==> src/hdl/stdr_pkg.sv <==
// Constants shared by the 16-bit timer data register block.
package stdr_pkg;
    // Register indexes; the APB byte address is four times the index.
    localparam logic [7:0] IDX_CNT_LO  = 8'h94; // Counter value, low byte.
    localparam logic [7:0] IDX_CNT_HI  = 8'h95; // Counter value, high byte.
    localparam logic [7:0] IDX_CAP_LO  = 8'h96; // Capture value, low byte.
    localparam logic [7:0] IDX_CAP_HI  = 8'h97; // Capture value, high byte.
    localparam logic [7:0] IDX_CMPA_LO = 8'h98; // Compare value A, low byte.
    localparam logic [7:0] IDX_CMPA_HI = 8'h99; // Compare value A, high byte.
    localparam logic [7:0] IDX_CMPB_LO = 8'h9a; // Compare value B, low byte.
    localparam logic [7:0] IDX_CMPB_HI = 8'h9b; // Compare value B, high byte.
    localparam logic [7:0] IDX_CMPC_LO = 8'h9c; // Compare value C, low byte.
    localparam logic [7:0] IDX_CMPC_HI = 8'h9d; // Compare value C, high byte.
    localparam logic [7:0] IDX_CTRL    = 8'h90; // Control register.
    localparam logic [7:0] IDX_FLAGS   = 8'h91; // Event flag register.

    // Reset values of the data registers and the latch.
    localparam logic [15:0] VAL16_RESET = 16'h0000;
    localparam logic [7:0]  VAL8_RESET  = 8'h00;

    // Control register fields.
    localparam int CTRL_RUN_BIT  = 0; // Counter runs when set.
    localparam int CTRL_EDGE_BIT = 1; // Capture edge select: 1 rising, 0 falling.
    localparam int CTRL_TOP_BIT  = 2; // Capture value acts as counter TOP.
    localparam int CTRL_WIDTH    = 3; // Implemented control bits.

    // Flag register fields, write one to clear.
    localparam int FLAG_CMPA_BIT = 0; // Compare A matched.
    localparam int FLAG_CMPB_BIT = 1; // Compare B matched.
    localparam int FLAG_CMPC_BIT = 2; // Compare C matched.
    localparam int FLAG_CAP_BIT  = 3; // Capture event or TOP reached.
    localparam int FLAG_WIDTH    = 4; // Implemented flag bits.

    // Default timer clock divider: one tick every pclk.
    localparam int TICK_DIV_DEFAULT = 1;
endpackage : stdr_pkg

==> src/hdl/stdr_timer.sv <==
// APB-reached 16-bit timer data registers with a shared high-byte latch.
`timescale 1ns/1ps
`default_nettype none
// How it works
// - Counter readable and writable as two bytes.
// - Counter bytes pass through an 8-bit latch.
// - One latch shared by all 16-bit registers.
// - Counter write blocks matches on next tick.
// - Counter changes while running may skip matches.
// - Three compare values checked every timer tick.
// - Match drives flag and compare output pin.
// - Compare writes update both bytes together.
// - Capture event copies counter into capture value.
// - Capture value can serve as counter TOP.
// - Capture bytes read as one snapshot.
// - Capture edge: zero falling, one rising.
// - Capture as TOP disconnects the capture pin.
module stdr_timer #(
    parameter int TICK_DIV = stdr_pkg::TICK_DIV_DEFAULT // pclk cycles per timer tick.
) (
    input  wire logic        pclk,                 // System clock, 50 MHz.
    input  wire logic        presetn,              // Asynchronous reset, active low.
    input  wire logic        psel,                 // APB select.
    input  wire logic        penable,              // APB enable.
    input  wire logic        pwrite,               // APB direction, 1 for write.
    input  wire logic [11:0] paddr,                // APB byte address.
    input  wire logic [31:0] pwdata,               // APB write data.
    output logic      [31:0] prdata,               // APB read data.
    output logic             pready,               // APB ready.
    output logic             pslverr,              // APB error for unmapped words.
    input  wire logic        capture_input_pin,    // Capture input pin.
    output logic             compare_output_pin_a, // Compare output pin A.
    output logic             compare_output_pin_b, // Compare output pin B.
    output logic             compare_output_pin_c  // Compare output pin C.
);
    logic [15:0] counter_value_q;     // Running counter.
    logic [15:0] compare_value_a_q;   // Compare value A.
    logic [15:0] compare_value_b_q;   // Compare value B.
    logic [15:0] compare_value_c_q;   // Compare value C.
    logic [15:0] capture_value_q;     // Captured counter value.
    logic [7:0]  temp_high_q;         // Shared high-byte latch.
    logic [stdr_pkg::CTRL_WIDTH-1:0] ctrl_q;  // Control bits.
    logic [stdr_pkg::FLAG_WIDTH-1:0] flags_q; // Sticky event flags.
    logic        block_q;             // Matches blocked on the next tick.
    logic [31:0] div_cnt_q;           // Timer tick divider.
    logic        tick_q;              // Timer tick enable pulse.
    logic        pready_q;            // Ready, one wait state per transfer.
    logic        pslverr_q;           // Error answer.
    logic [31:0] prdata_q;            // Read data register.
    logic        pin_a_w;             // Pin A from its channel flop.
    logic        pin_b_w;             // Pin B from its channel flop.
    logic        pin_c_w;             // Pin C from its channel flop.
    logic        match_a_w;           // Match pulse A.
    logic        match_b_w;           // Match pulse B.
    logic        match_c_w;           // Match pulse C.
    logic        cap_event_w;         // Capture event pulse.
    logic        top_hit_w;           // Counter at capture TOP on a tick.
    logic        cap_top;             // Capture value acts as TOP.

    // Word index, access phase and completion terms of the APB slave.
    logic [9:0] word_idx;  // Word index from the byte address.
    logic       access;    // Access phase, during the wait state.
    logic       done;      // Completing edge of a transfer.
    logic       wr_done;   // Write takes effect.
    logic       rd_load;   // Read data is loaded.
    logic       mapped;    // Address hits a register.

    assign word_idx = paddr[11:2];
    assign access   = psel && penable && !pready_q;
    assign done     = psel && penable && pready_q;
    assign wr_done  = done && pwrite && mapped;
    assign rd_load  = access && !pwrite && mapped;
    assign cap_top  = ctrl_q[stdr_pkg::CTRL_TOP_BIT];
    assign top_hit_w = tick_q && cap_top && (counter_value_q == capture_value_q);

    // Address decode; any word outside the map gets an error answer.
    always_comb begin
        unique case (word_idx[7:0])
            stdr_pkg::IDX_CNT_LO, stdr_pkg::IDX_CNT_HI,
            stdr_pkg::IDX_CAP_LO, stdr_pkg::IDX_CAP_HI,
            stdr_pkg::IDX_CMPA_LO, stdr_pkg::IDX_CMPA_HI,
            stdr_pkg::IDX_CMPB_LO, stdr_pkg::IDX_CMPB_HI,
            stdr_pkg::IDX_CMPC_LO, stdr_pkg::IDX_CMPC_HI,
            stdr_pkg::IDX_CTRL, stdr_pkg::IDX_FLAGS: mapped = (word_idx[9:8] == 2'b00);
            default: mapped = 1'b0;
        endcase
    end

    // One wait state lets read data come straight from a flop.
    always_ff @(posedge pclk or negedge presetn) begin
        if (!presetn) begin
            pready_q  <= 1'b0;
            pslverr_q <= 1'b0;
        end else begin
            pready_q  <= access;
            pslverr_q <= access && !mapped;
        end
    end

    // Read data; a counter or capture low-byte read also fills the latch with the matching high byte.
    always_ff @(posedge pclk or negedge presetn) begin
        if (!presetn) begin
            prdata_q <= 32'h0000_0000;
        end else if (rd_load) begin
            unique case (word_idx[7:0])
                stdr_pkg::IDX_CNT_LO:  prdata_q <= {24'h00_0000, counter_value_q[7:0]};
                stdr_pkg::IDX_CNT_HI:  prdata_q <= {24'h00_0000, temp_high_q};
                stdr_pkg::IDX_CAP_LO:  prdata_q <= {24'h00_0000, capture_value_q[7:0]};
                stdr_pkg::IDX_CAP_HI:  prdata_q <= {24'h00_0000, temp_high_q};
                stdr_pkg::IDX_CMPA_LO: prdata_q <= {24'h00_0000, compare_value_a_q[7:0]};
                stdr_pkg::IDX_CMPA_HI: prdata_q <= {24'h00_0000, compare_value_a_q[15:8]};
                stdr_pkg::IDX_CMPB_LO: prdata_q <= {24'h00_0000, compare_value_b_q[7:0]};
                stdr_pkg::IDX_CMPB_HI: prdata_q <= {24'h00_0000, compare_value_b_q[15:8]};
                stdr_pkg::IDX_CMPC_LO: prdata_q <= {24'h00_0000, compare_value_c_q[7:0]};
                stdr_pkg::IDX_CMPC_HI: prdata_q <= {24'h00_0000, compare_value_c_q[15:8]};
                stdr_pkg::IDX_CTRL:    prdata_q <= {29'h0000_0000, ctrl_q};
                stdr_pkg::IDX_FLAGS:   prdata_q <= {28'h000_0000, flags_q};
                default:               prdata_q <= 32'h0000_0000;
            endcase
        end else if (access) begin
            prdata_q <= 32'h0000_0000; // Writes and errors return zero.
        end
    end

    // The one shared latch: counter and compare high-byte writes load it, counter and capture low-byte reads fill it.
    always_ff @(posedge pclk or negedge presetn) begin
        if (!presetn) begin
            temp_high_q <= stdr_pkg::VAL8_RESET;
        end else if (rd_load && word_idx[7:0] == stdr_pkg::IDX_CNT_LO) begin
            temp_high_q <= counter_value_q[15:8];
        end else if (rd_load && word_idx[7:0] == stdr_pkg::IDX_CAP_LO) begin
            temp_high_q <= capture_value_q[15:8];
        end else if (wr_done && (word_idx[7:0] == stdr_pkg::IDX_CNT_HI
                                 || word_idx[7:0] == stdr_pkg::IDX_CMPA_HI
                                 || word_idx[7:0] == stdr_pkg::IDX_CMPB_HI
                                 || word_idx[7:0] == stdr_pkg::IDX_CMPC_HI)) begin
            temp_high_q <= pwdata[7:0];
        end
    end

    // Timer tick divider: one pulse every TICK_DIV pclk cycles while running.
    always_ff @(posedge pclk or negedge presetn) begin
        if (!presetn) begin
            div_cnt_q <= 32'h0000_0000;
            tick_q    <= 1'b0;
        end else if (!ctrl_q[stdr_pkg::CTRL_RUN_BIT]) begin
            div_cnt_q <= 32'h0000_0000;
            tick_q    <= 1'b0;
        end else if (div_cnt_q >= 32'(TICK_DIV - 1)) begin
            div_cnt_q <= 32'h0000_0000;
            tick_q    <= 1'b1;
        end else begin
            div_cnt_q <= div_cnt_q + 32'h0000_0001;
            tick_q    <= 1'b0;
        end
    end

    // Counter: a low-byte write loads both halves at once and beats the tick.
    // Writing while running can jump past a compare value; nothing guards it.
    always_ff @(posedge pclk or negedge presetn) begin
        if (!presetn) begin
            counter_value_q <= stdr_pkg::VAL16_RESET;
        end else if (wr_done && word_idx[7:0] == stdr_pkg::IDX_CNT_LO) begin
            counter_value_q <= {temp_high_q, pwdata[7:0]};
        end else if (top_hit_w) begin
            counter_value_q <= stdr_pkg::VAL16_RESET;
        end else if (tick_q) begin
            counter_value_q <= counter_value_q + 16'h0001;
        end
    end

    // A counter write blocks compare matches until the next tick has passed.
    always_ff @(posedge pclk or negedge presetn) begin
        if (!presetn) begin
            block_q <= 1'b0;
        end else if (wr_done && word_idx[7:0] == stdr_pkg::IDX_CNT_LO) begin
            block_q <= 1'b1;
        end else if (tick_q) begin
            block_q <= 1'b0;
        end
    end

    // Compare values change as whole 16-bit words on the low-byte write.
    always_ff @(posedge pclk or negedge presetn) begin
        if (!presetn) begin
            compare_value_a_q <= stdr_pkg::VAL16_RESET;
            compare_value_b_q <= stdr_pkg::VAL16_RESET;
            compare_value_c_q <= stdr_pkg::VAL16_RESET;
        end else if (wr_done) begin
            if (word_idx[7:0] == stdr_pkg::IDX_CMPA_LO) begin
                compare_value_a_q <= {temp_high_q, pwdata[7:0]};
            end
            if (word_idx[7:0] == stdr_pkg::IDX_CMPB_LO) begin
                compare_value_b_q <= {temp_high_q, pwdata[7:0]};
            end
            if (word_idx[7:0] == stdr_pkg::IDX_CMPC_LO) begin
                compare_value_c_q <= {temp_high_q, pwdata[7:0]};
            end
        end
    end

    // Capture copies the counter; software cannot write this register.
    always_ff @(posedge pclk or negedge presetn) begin
        if (!presetn) begin
            capture_value_q <= stdr_pkg::VAL16_RESET;
        end else if (cap_event_w) begin
            capture_value_q <= counter_value_q;
        end
    end

    // Control register write.
    always_ff @(posedge pclk or negedge presetn) begin
        if (!presetn) begin
            ctrl_q <= '0;
        end else if (wr_done && word_idx[7:0] == stdr_pkg::IDX_CTRL) begin
            ctrl_q <= pwdata[stdr_pkg::CTRL_WIDTH-1:0];
        end
    end

    // Sticky flags, write one to clear; a new event in the clearing cycle wins.
    always_ff @(posedge pclk or negedge presetn) begin
        if (!presetn) begin
            flags_q <= '0;
        end else begin
            logic [stdr_pkg::FLAG_WIDTH-1:0] set_v;
            logic [stdr_pkg::FLAG_WIDTH-1:0] clr_v;
            set_v = '0;
            clr_v = '0;
            set_v[stdr_pkg::FLAG_CMPA_BIT] = match_a_w;
            set_v[stdr_pkg::FLAG_CMPB_BIT] = match_b_w;
            set_v[stdr_pkg::FLAG_CMPC_BIT] = match_c_w;
            set_v[stdr_pkg::FLAG_CAP_BIT]  = cap_event_w || top_hit_w;
            if (wr_done && word_idx[7:0] == stdr_pkg::IDX_FLAGS) begin
                clr_v = pwdata[stdr_pkg::FLAG_WIDTH-1:0];
            end
            flags_q <= (flags_q & ~clr_v) | set_v;
        end
    end

    // Three identical compare channels.
    stdr_cmp_chan #(.WIDTH(16)) u_cmp_a (
        .pclk(pclk), .presetn(presetn), .tick(tick_q), .block_match(block_q),
        .counter(counter_value_q), .compare(compare_value_a_q),
        .match_q(match_a_w), .pin_q(pin_a_w)
    );
    stdr_cmp_chan #(.WIDTH(16)) u_cmp_b (
        .pclk(pclk), .presetn(presetn), .tick(tick_q), .block_match(block_q),
        .counter(counter_value_q), .compare(compare_value_b_q),
        .match_q(match_b_w), .pin_q(pin_b_w)
    );
    stdr_cmp_chan #(.WIDTH(16)) u_cmp_c (
        .pclk(pclk), .presetn(presetn), .tick(tick_q), .block_match(block_q),
        .counter(counter_value_q), .compare(compare_value_c_q),
        .match_q(match_c_w), .pin_q(pin_c_w)
    );

    // Capture pin edge detection; disconnected while capture acts as TOP.
    stdr_cap_edge u_cap (
        .pclk(pclk), .presetn(presetn), .pin(capture_input_pin),
        .rising_sel(ctrl_q[stdr_pkg::CTRL_EDGE_BIT]),
        .disconnect(cap_top),
        .event_q(cap_event_w)
    );

    // Outputs straight from flops.
    assign prdata  = prdata_q;
    assign pready  = pready_q;
    assign pslverr = pslverr_q;
    assign compare_output_pin_a = pin_a_w;
    assign compare_output_pin_b = pin_b_w;
    assign compare_output_pin_c = pin_c_w;
endmodule : stdr_timer
`default_nettype wire

==> src/hdl/stdr_cmp_chan.sv <==
// One output compare channel: match detection and compare pin toggle.
`timescale 1ns/1ps
`default_nettype none
module stdr_cmp_chan #(
    parameter int WIDTH = 16                  // Counter width.
) (
    input  wire logic             pclk,       // System clock.
    input  wire logic             presetn,    // Asynchronous reset, active low.
    input  wire logic             tick,       // Timer clock enable pulse.
    input  wire logic             block_match, // Suppress the match on this tick.
    input  wire logic [WIDTH-1:0] counter,    // Current counter value.
    input  wire logic [WIDTH-1:0] compare,    // Compare value of this channel.
    output logic                  match_q,    // One-cycle match pulse.
    output logic                  pin_q       // Compare output pin level.
);
    // Equality is sampled on the timer tick; the pulse appears one cycle later.
    always_ff @(posedge pclk or negedge presetn) begin
        if (!presetn) begin
            match_q <= 1'b0;
        end else begin
            match_q <= tick && !block_match && (counter == compare);
        end
    end

    // The pin toggles on every match, giving a simple waveform output.
    always_ff @(posedge pclk or negedge presetn) begin
        if (!presetn) begin
            pin_q <= 1'b0;
        end else if (tick && !block_match && (counter == compare)) begin
            pin_q <= !pin_q;
        end
    end
endmodule : stdr_cmp_chan
`default_nettype wire

==> src/hdl/stdr_cap_edge.sv <==
// Capture pin edge detector with selectable edge and a disconnect input.
`timescale 1ns/1ps
`default_nettype none
module stdr_cap_edge (
    input  wire logic pclk,        // System clock.
    input  wire logic presetn,     // Asynchronous reset, active low.
    input  wire logic pin,         // Capture input pin, synchronous to pclk.
    input  wire logic rising_sel,  // 1 selects rising edge, 0 falling.
    input  wire logic disconnect,  // Pin disconnected while capture is TOP.
    output logic      event_q      // One-cycle capture event pulse.
);
    logic pin_prev_q; // Pin level in the previous cycle.

    // Remember the pin so that edges can be seen.
    always_ff @(posedge pclk or negedge presetn) begin
        if (!presetn) begin
            pin_prev_q <= 1'b0;
        end else begin
            pin_prev_q <= pin;
        end
    end

    // Edge selection and disconnect; a disconnected pin raises no event.
    always_ff @(posedge pclk or negedge presetn) begin
        if (!presetn) begin
            event_q <= 1'b0;
        end else if (disconnect) begin
            event_q <= 1'b0;
        end else if (rising_sel) begin
            event_q <= pin && !pin_prev_q;
        end else begin
            event_q <= !pin && pin_prev_q;
        end
    end
endmodule : stdr_cap_edge
`default_nettype wire

==> config.mk <==
export PLATFORM = sky130hd
export DESIGN_NAME = stdr_timer
export DESIGN_NICKNAME = d
export VERILOG_FILES = /design/src/hdl/stdr_pkg.sv /design/src/hdl/stdr_timer.sv /design/src/hdl/stdr_cmp_chan.sv /design/src/hdl/stdr_cap_edge.sv
export SDC_FILE = /design/constraint.sdc
export NUM_CORES = 1
export LEC_CHECK = 0
export ABC_AREA = 1
export BUFFER_PORTS_ARGS = -buffer_cell sky130_fd_sc_hd__buf_4
export CELL_PAD_IN_SITES_DETAIL_PLACEMENT = 0
export CELL_PAD_IN_SITES_GLOBAL_PLACEMENT = 1
export CORE_MARGIN = 2
export CORE_UTILIZATION = 47
export CTS_BUF_LIST = sky130_fd_sc_hd__clkbuf_4
export CTS_CLUSTER_DIAMETER = 30
export CTS_CLUSTER_SIZE = 40
export DETAILED_ROUTE_END_ITERATION = 16
export GPL_TIMING_DRIVEN = 0
export MAX_ROUTING_LAYER = met4
export PLACE_DENSITY_LB_ADDON = 0.1
export SYNTH_ARGS = -nofsm -noshare
export SYNTH_HDL_FRONTEND = slang
export SYNTH_HIERARCHICAL = 1
export SYNTH_SLANG_ARGS = --single-unit
==> constraint.sdc <==
create_clock -name pclk -period 5.75 [get_ports pclk]
set_input_delay 0.575 -clock pclk [delete_from_list [all_inputs] [get_ports pclk]]
set_output_delay 0.575 -clock pclk [all_outputs]
set_load 0.01 [all_outputs]
* Word level (Yosys, flattened, before mapping) *
Index checks and enable logic that the tools add are counted.
W data, S select, Z words.

storage, ports and cells
  register bits after elaboration = 171
  input bits = 50
  output and inout bits = 37
  logic and storage cells = 108

operators by class
  add/sub/neg operators = 2
  magnitude comparators = 1
  equality and inequality tests = 16
  multiplexer cells = 19
  bitwise gates (word level) = 3
  reduce and logical (&&, ||, !) cells = 45

operators with widths
  kind                     number
  $mux W32                 4
  $eq A8 B8 Y1 const B     12
  $pmux W8 S11             1
  $eq A16 B16 Y1           4
  $mux W16                 3
  $add A32 B1 Y32 const B  1
  $ge A32 B1 Y1 const B    1
  $mux W8                  3
  $logic_and A1 B1 Y1      22
  $add A16 B1 Y16 const B  1
  $reduce_or A12 Y1        1
  $logic_not A1 Y1         9
  $mux W1                  7
  $reduce_and A2 Y1        3
  $reduce_bool A3 Y1       2
  $and A4 B4 Y4            1
  $logic_or A1 B1 Y1       4
  $mux W4                  1
  $not A4 Y4               1
  $or A4 B4 Y4             1
  $reduce_bool A2 Y1       2
  $logic_not A2 Y1         1
  $reduce_or A2 Y1         1

* Depth between registers and ports, before layout *
Gate-level depths: netlist (run 1).

  depth in word-level cells = 9
  depth in mapped cells = 16
  gate-level depth less buffers = 14

* By module *
The synthesis (run 1) kept the hierarchy.

by module, submodules not included
  module         instances  cells each  area each (µm²)  sequential area each (µm²)
  stdr_timer     1          803         6055.8           2677.6
  stdr_cmp_chan  3          105         479.2            50.0
  stdr_cap_edge  1          11          83.8             50.0

* Worst setup path before layout (run 1) *
OpenSTA, ideal clock, no wires.

  path kind = in2reg
  start = input port paddr[8]
  end = register counter_value_q[9]
  setup time = 0.125 ns
  arrival = 1.923 ns
  required time = 5.625 ns
  slack = 3.701 ns
  stages on the path = 16
  path buffers = 2
  cells stage by stage = inv_1 > nand2_1 > nor2_4 > buf_6 > nand2_1 > nand2_1 > nor2_2 > nand3_4 > nand2_2 > inv_4 > nand3_2 > nand2_1 > inv_2 > buf_6 > nand2_1 > nand3_1

on the way
  word-level cells in the longest chain between the ends = 6
  elaborated cells on any way between the ends = 18
  those cells by class = eq/ne (12); mux (2); reduce/logical (4)

ends and longest elaborated chain
  what                                                             line                                 source
  start, declared                                                  stdr_timer.sv:26                     input wire logic [11:0] paddr,
  $eq A8 B8 Y1 (on tied branches)                                  stdr_timer.sv:78, stdr_timer.sv:163
  $reduce_or A12 Y1                                                stdr_timer.sv:78                     unique case (word_idx[7:0])
  $mux W1                                                          stdr_timer.sv:78
  $logic_and A1 B1 Y1                                              stdr_timer.sv:71                     assign wr_done = done && pwrite && mapped;
  $logic_and A1 B1 Y1 (*)                                          stdr_timer.sv:163                    end else if (wr_done && word_idx[7:0] == stdr_pkg::IDX_CNT_LO) begin
  $reduce_bool A3 Y1 (no source line) or $mux W16 (tied branches)  n/a
  end signal, assigned                                             stdr_timer.sv:162                    counter_value_q <= stdr_pkg::VAL16_RESET;
  end signal, assigned                                             stdr_timer.sv:164                    counter_value_q <= {temp_high_q, pwdata[7:0]};
  end signal, assigned                                             stdr_timer.sv:166                    counter_value_q <= stdr_pkg::VAL16_RESET;
  end, declared                                                    stdr_timer.sv:36                     logic [15:0] counter_value_q;

Every way passes the cells marked *; elsewhere a longest branch is shown, timed or not.
A chain may end at the register's enable or synchronous reset.

* Worst setup path after layout (run 1) *
  start = register counter_value_q[0]
  end = register counter_value_q[13]

on the way
  word-level cells in the longest chain between the ends = 4
  elaborated cells on any way between the ends = 7
  those cells by class = add/sub (1); eq/ne (1); mux (3); reduce/logical (2)

ends and longest elaborated chain
  what                                               line                                 source
  $add A16 B1 Y16 or $eq A16 B16 Y1 (tied branches)  stdr_timer.sv:168, stdr_timer.sv:74
  $mux W16 or $logic_and A1 B1 Y1 (tied branches)    stdr_timer.sv:167, stdr_timer.sv:74
  $mux W16                                           stdr_timer.sv:165                    end else if (top_hit_w) begin
  $mux W16                                           stdr_timer.sv:163

Several ways; a longest one is shown, not always the timed one. The select of a mux whose other input is x is not followed.

==> flow_metrics.py, run 1 <==
metrics = {
    "run": {
        "drv_cap": 0,
    },
    "critical_path": {
        "arrival_ps": 3180,
        "startpoint_type": "flip-flop",
        "critical_path_class": "flip-flop to flip-flop",
        "required_ps": 6260,
        "crit_fanout": 10,
        "end_kind": "flip-flop",
    },
    "sta": {
        "max_freq_ghz": 0.374,
        "worst_slew_pin_slew_ps": 683,
        "post-route-period-util_pct": 46.5,
        "hold_violations": 0,
        "timing.final.max_slew_violations": 0,
        "relSlewSlack_pct": 54.3,
        "setup_violations": 0,
        "fin_setup_tns_ps": 0,
        "skew_ps": 18.8,
        "rsz0062_at_grt": "no",
        "hold_slack_ps": 105,
        "fin_crit_ps": 2670,
    },
    "detailed_routing": {
        "post-route-drc-count": 0,
        "drt_wl_total_um": 25900,
        "via_count": 7457,
        "postRouteAntennaNets": 0,
        "wl_per_cell_um": 18.0,
        "initialDrtViolationCount": 667,
        "viasPerCell": 5.19,
        "dr.pass1.iters": 7,
    },
    "place": {
        "gp_congestion": 0.952,
        "dp_hpwl_um": 19200,
        "io_buffers": 36,
    },
    "cts": {
        "htreeDepth": 4,
        "clkTransAtPathRegs_ps": 110,
        "cts_buffer_depth": 2,
        "root_buffer": "clkbuf_4",
        "cts_resized": 0,
        "numCtsBuffers": 17,
        "cts_tree": "yes",
        "cts_sinks": 115,
        "clkLatencyLatePin_ps": 570,
    },
    "min_path": {
        "hp-class": "input pin to flip-flop",
    },
    "floorplan": {
        "die_h_um": 131,
        "dieArea_mm2": 0.0172,
        "rows": 46,
        "initial_core_util_pct": 47.9,
        "core_mm2": 0.0158,
        "ioPinCount": 87,
        "die_w_um": 131,
    },
    "grt": {
        "grt_pass1_wl_um": 39600,
        "overflow": 0,
        "grt_pass1_vias": 6944,
        "track_usage_pct": 32.9,
        "grt_max_degree": 77,
        "antenna_found_initial": 1,
    },
    "outcome": {
        "status": "completed",
    },
    "final_layout": {
        "syn_to_final_growth_pct": 12.2,
        "drive_above_1_share_pct": 12.2,
        "final_nets": 1260,
    },
    "yosys": {
        "synth_top_cells_by_area": "dfrtp_1 (38%), nand2_1 (18%), inv_1 (8.6%)",
        "ys_seq_area_share_pct": 38.0,
        "synth_area_mm2": 0.00758,
        "synth_largest_area_cell": "dfrtp_1",
        "yosysMostFrequentCell": "nand2_1",
        "synth_seq_cells": 115,
        "synth_warnings": 6,
        "avgSynthCellArea_um2": 6.71,
        "syn_inst": 1129,
        "synthFlopType": "dfrtp_1",
        "synth-edff-count": 0,
        "async_flop_share_pct": 100,
        "synth_top_area_share_pct": 38.0,
        "synth_cell_types": 43,
        "synthTopCellsByCount": "nand2_1 (372), inv_1 (174), nor2_1 (121)",
    },
    "pwr": {
        "total_leakage_power_nw": 4.55,
        "power.density_mw_per_mm2": 176,
        "ir_drop_uv": 129,
    },
}
==> flip-flops by register name (all words and copies together) (netlist names), 3 cells and up <==
signal             cells
compare_value_a_q     16
counter_value_q       16
compare_value_b_q     16
capture_value_q       16
ctrl_q                 3
temp_high_q            8
flags_q                4
prdata                 8
compare_value_c_q     16
==> power breakdown <==
group,internal (mW),leakage [nW],switching [mW]
registers,0.810,1.44,0.00219
clock network,0.271,0.148,0.317
logic,0.0323,2.96,0.0603
total,1.11,4.55,0.380
==> cell usage in the layout (no fill, tap or decap), drive strengths merged, types with 13 or more instances in the layout <==
master	instances
nand2	380
inv	185
nor2	142
dfrtp	115
buf	73
o21ai	72
nand3	44
nand4	37
clkbuf	33
conb	24
nor3	21
xor2	18
a21oi	13
==> per-layer routing <==
metal / up-vias / track usage [%] / wire [um]
met2: 310 / 49.5 / 11600
met3: 54 / 5.01 / 1900
met1: 3443 / 44.2 / 11400
met4: 0 / 14.1 / 1060
met5: - / - / 0
li1: 3650 / - / -
==> logic make-up after synthesis <==
kind of cell	synth area share (%)
buffers and inverters	13.7
flip-flops	38.0
adder cells (fa/ha/maj)	0.165
AO/OA/AOI/OAI	9.03
AND/OR/NAND/NOR	36.8
other	0.0495
XOR/XNOR	2.31
==> stage by stage <==
stage | instance area (um2) | utilization (%) | instances | worst slack, ps | power, mW
after floorplan | 7660 | - | 1152 | 3700 | 0.869
after global placement | 8200 | 51.8 | 1404 | 2990 | 0.917
after detailed placement | 8240 | 52.0 | 1405 | 2970 | 0.919
after CTS | 8500 | 53.7 | 1436 | 3160 | 1.49
after global routing | 8500 | 53.7 | 1437 | 2880 | 1.54
final | 8500 | 53.7 | 1437 | 3080 | 1.49
==> worst max-delay path, stage by stage (launching register included) <==
cell and delay [ps]:
dfrtp_1 710, inv_1 290, nor3_1 470, nand2_1 250
nor2_1 220, nand2_1 120, nor2_1 130, nand2_1 60
a21oi_1 140, nand4_1 110, nand3_1 90
==> final cells by class <==
| cell class | instances | area, um2 |
|---|---|---|
| multi-input cells | 804 | 3750 |
| well taps | 216 | 270 |
| diodes | 1 | 2.50 |
| clock buffers | 22 | 165 |
| clock inverters | 8 | 87.6 |
| inverters | 186 | 701 |
| fillers | 1665 | 7330 |
| repair buffers | 38 | 312 |
| plain buffers | 47 | 338 |
| flip-flops and latches | 115 | 2880 |
==> worst paths after layout <==
check | startpoint | end | slack, ps | cells after the start
worst max-delay path | counter_value_q[0] | counter_value_q[13] | 3080 | 10
min in group asynchronous | presetn | capture_value_q[10] | 470 | 2
worst min register to register | ctrl_q[0] | tick_q | 420 | 0
worst min-delay path | capture_input_pin | u_cap/pin_prev_q | 110 | 1
max in group asynchronous | presetn | compare_value_a_q[2] | 4560 | 3
worst max register to register | counter_value_q[0] | counter_value_q[13] | 3080 | 10
==> timing repair <==
item | CTS | global route
endpoints found under the hold margin | 39 | 0
setup buffers | 0 | 0
hold buffers | 1 | 0
Power figures use the tool's default switching activity.
==> inputs of run 2 (changes only) <==
- ABC_AREA: 1 -> 0
- CORE_UTILIZATION: 47 -> 43
- clock period: 5.75 -> 2.3 ns (I/O delays scaled with it)
==> run 2 against run 1 <==
Net effect: clock skew fell by 6.2 ps; die area is 2.6% lower; sequential share of layout area grew 2.1 points; final area fell by 5.5%; flip-flop and latch count did not move; the flow now finishes with violations (negative setup slack); global-route usage is 5.4 points lower; worst setup slack worse by 3100 ps; combinational power rose to 3.3 times the previous value; total power grew to 2.6 times the previous value; critical endpoint is now temp_high_q[5]; largest power group unchanged.
==> flow_metrics.py, run 2 <==
metrics = {
    "outcome": {
        "status": "complete, but fails checks",
        "violations": "negative setup slack",
    },
    "min_path": {
        "worstHoldPathCells": 3,
        "hp-start": "pwdata[1]",
        "hold-path-endpoint": "counter_value_q[1]",
        "hp-class": "input pin to flip-flop",
    },
    "grt": {
        "globalRouteMet1Util_pct": 36.3,
        "overflow": 0,
        "antenna_found_initial": 1,
        "use_met2_pct": 41.2,
        "grt_pass1_vias": 5376,
        "met3_usage_pct": 5.08,
        "track_usage_pct": 27.5,
        "grt_pass1_wl_um": 32400,
        "grt_max_degree": 67,
        "top_usage_layer": "met2",
    },
    "sta": {
        "max_freq_ghz": 0.428,
        "worst_slack_ps": -33.8,
        "hold_violations": 0,
        "timing.final.max_slew_violations": 0,
        "worst_slew_pin_slew_ps": 853,
        "setup_violations": 6,
        "hold_slack_ps": 58.7,
        "rsz0062_at_grt": "yes",
        "relSlewSlack_pct": 42.6,
        "skew_ps": 12.6,
        "fin_crit_ps": 2330,
        "post-route-period-util_pct": 101,
    },
    "detailed_routing": {
        "initialDrtViolationCount": 417,
        "post-route-drc-count": 0,
        "dr.pass1.iters": 5,
        "via_count": 5574,
        "viasPerCell": 5.78,
        "postRouteAntennaNets": 0,
        "drt_wl_total_um": 21600,
        "wl_per_cell_um": 22.4,
    },
    "critical_path": {
        "crit_path_cell_trace": "nand3b_1, or4_1, o32ai_4, o21ai_0, o21ai_1",
        "end_kind": "flip-flop",
        "arrival_ps": 2800,
        "startpoint_type": "flip-flop",
        "critPathBufInv": 0,
        "required_ps": 2770,
        "slowest_stage": "o32ai_4",
        "regToRegSetupSlack_ps": -30,
        "critical_path_class": "flip-flop to flip-flop",
        "r2r_start": "pready",
        "critical-path-top-delay-family": "compound AO/OA/AOI/OAI gates",
        "crit_fanout": 8,
        "r2r-end": "temp_high_q[5]",
        "worstRegToRegCells": 5,
        "slowest_delay_ps": 680,
    },
    "final_layout": {
        "fillers": 1395,
        "drive_above_1_share_pct": 31.3,
        "final_cell_mix": "dfrtp_1 (109), buf_4 (73), mux2_2 (71)",
        "fin_cells": 965,
        "layout_commonest_cell": "dfrtp_1",
        "syn_to_final_growth_pct": 19.1,
        "final_nets": 791,
    },
    "yosys": {
        "synth_top_cells_by_area": "dfrtp_1 (43%), mux2_2 (12%), xor2_1 (6.2%)",
        "synth-edff-count": 0,
        "avgSynthCellArea_um2": 10.6,
        "synth_seq_cells": 115,
        "synth_largest_area_cell": "dfrtp_1",
        "yosysMostFrequentCell": "dfrtp_1",
        "syn_inst": 638,
        "synth_cell_types": 71,
        "synth_top_area_share_pct": 42.6,
        "synthTopCellsByCount": "dfrtp_1 (115), mux2_2 (71), xor2_1 (48)",
        "synth_area_mm2": 0.00675,
        "synth_warnings": 6,
        "synthFlopType": "dfrtp_1",
        "async_flop_share_pct": 100,
        "ys_seq_area_share_pct": 42.6,
    },
    "floorplan": {
        "core_mm2": 0.0153,
        "initial_core_util_pct": 44.2,
        "ioPinCount": 87,
        "die_w_um": 129,
        "die_h_um": 129,
        "dieArea_mm2": 0.0167,
        "rows": 45,
    },
    "pwr": {
        "power.density_mw_per_mm2": 485,
        "ir_drop_uv": 232,
        "total_leakage_power_nw": 3.63,
    },
    "cts": {
        "numCtsBuffers": 17,
        "cts_buffer_depth": 2,
        "cts_tree": "yes",
        "clkTransAtPathRegs_ps": 100,
        "root_buffer": "clkbuf_4",
        "clkLatencyLatePin_ps": 540,
        "cts_sinks": 115,
        "htreeDepth": 4,
    },
    "place": {
        "post-place-cells": 908,
        "io_buffers": 35,
        "dp_hpwl_um": 15700,
        "gp_congestion": 0.965,
    },
    "run": {
        "drv_cap": 0,
    },
}
[run 2: changes by cell type in the layout (fill, tap and decap cells not counted), moves of 14 or more]
cell     change
nand2_1    -334
mux2_2      +71
inv_1      -170
nor2_2      -14
nand4_1     -18
o21ai_0     -40
nand3_1     -23
nor2_1     -101
xor2_1      +30
mux2i_1     +15
xnor2_1     +14
[run 2: power breakdown]
group	switching, mW	internal [mW]
combinational	0.184	0.117
sequential	0.00956	2.03
clock	0.789	0.773
[run 2: metal layers]
metal	part of all wire, %	wire (um)	up-vias
li1	-	-	2508
met1	45	9650	2796
met2	46	9870	220
met3	5.3	1150	50
met4	4.4	956	0
met5	0	0	-
[run 2: how the worst max path moves through the flow]
stage,slack [ps],to,startpoint,cells past startpoint
finish,-30,temp_high_q[5],pready,5
floorplan,190,counter_value_q[14],counter_value_q[1],7
CTS,20,temp_high_q[2],pready,7
global route,-80,temp_high_q[4],pready,7
global placement,-550,temp_high_q[7],paddr[7],7
detailed placement,-210,counter_value_q[14],counter_value_q[1],7
[run 2: worst reg2reg max path, cell delays in order, from the launching register on]
cell	delay (ps)
dfrtp_1	410
nand3b_1	260
or4_1	560
o32ai_4	690
o21ai_0	200
o21ai_1	150
[run 2: cell families (layout without fill, tap and decap cells)]
logic type,count (synthesis),in the layout,share of synthesized area [%]
simple gates,187,187,16.4
xor+xnor,67,67,9.03
fa+ha+maj,1,1,0.185
mux,88,88,14.7
other cells,1,25,0.0556
flops,115,115,42.6
compound gates,114,114,11.4
buf+inv,65,157,5.56
[run 2: repair_timing]
item                                    in CTS  in global routing
hold buffers                                10                  1
endpoints found under the setup margin      28                 31
endpoints found under the hold margin       75                  2
pin swaps                                    2                  7
setup buffers                                2                 11
cloned                                       0                  1
gates resized for setup                      9                 31
[run 2: final cells by class]
type,count,area (um2),area share (%)
Multi-Input combinational cell,481,3670,45.7
Sequential cell,115,2890,35.9
Timing Repair Buffer,61,527,6.56
Buffer,60,383,4.76
Tap cell,211,264,3.29
Clock buffer,20,150,1.87
Clock inverter,12,138,1.71
Inverter,4,15.0,0.187
Antenna cell,1,2.50,0.0311
[run 2: per-stage QoR]
stage                     worst slack (ps)  cell area (um2)  util [%]  TNS, ps  power [mW]
after floorplan                        188             6830         -        0        2.21
final                                -33.8             8040      52.7     -114        3.90
after global placement                -553             7360      48.2   -11290        2.34
after detailed placement              -210             7400      48.5    -6790        2.35
after CTS                             22.3             7850      51.4        0        3.92
after global routing                 -83.1             8040      52.7     -667        4.05
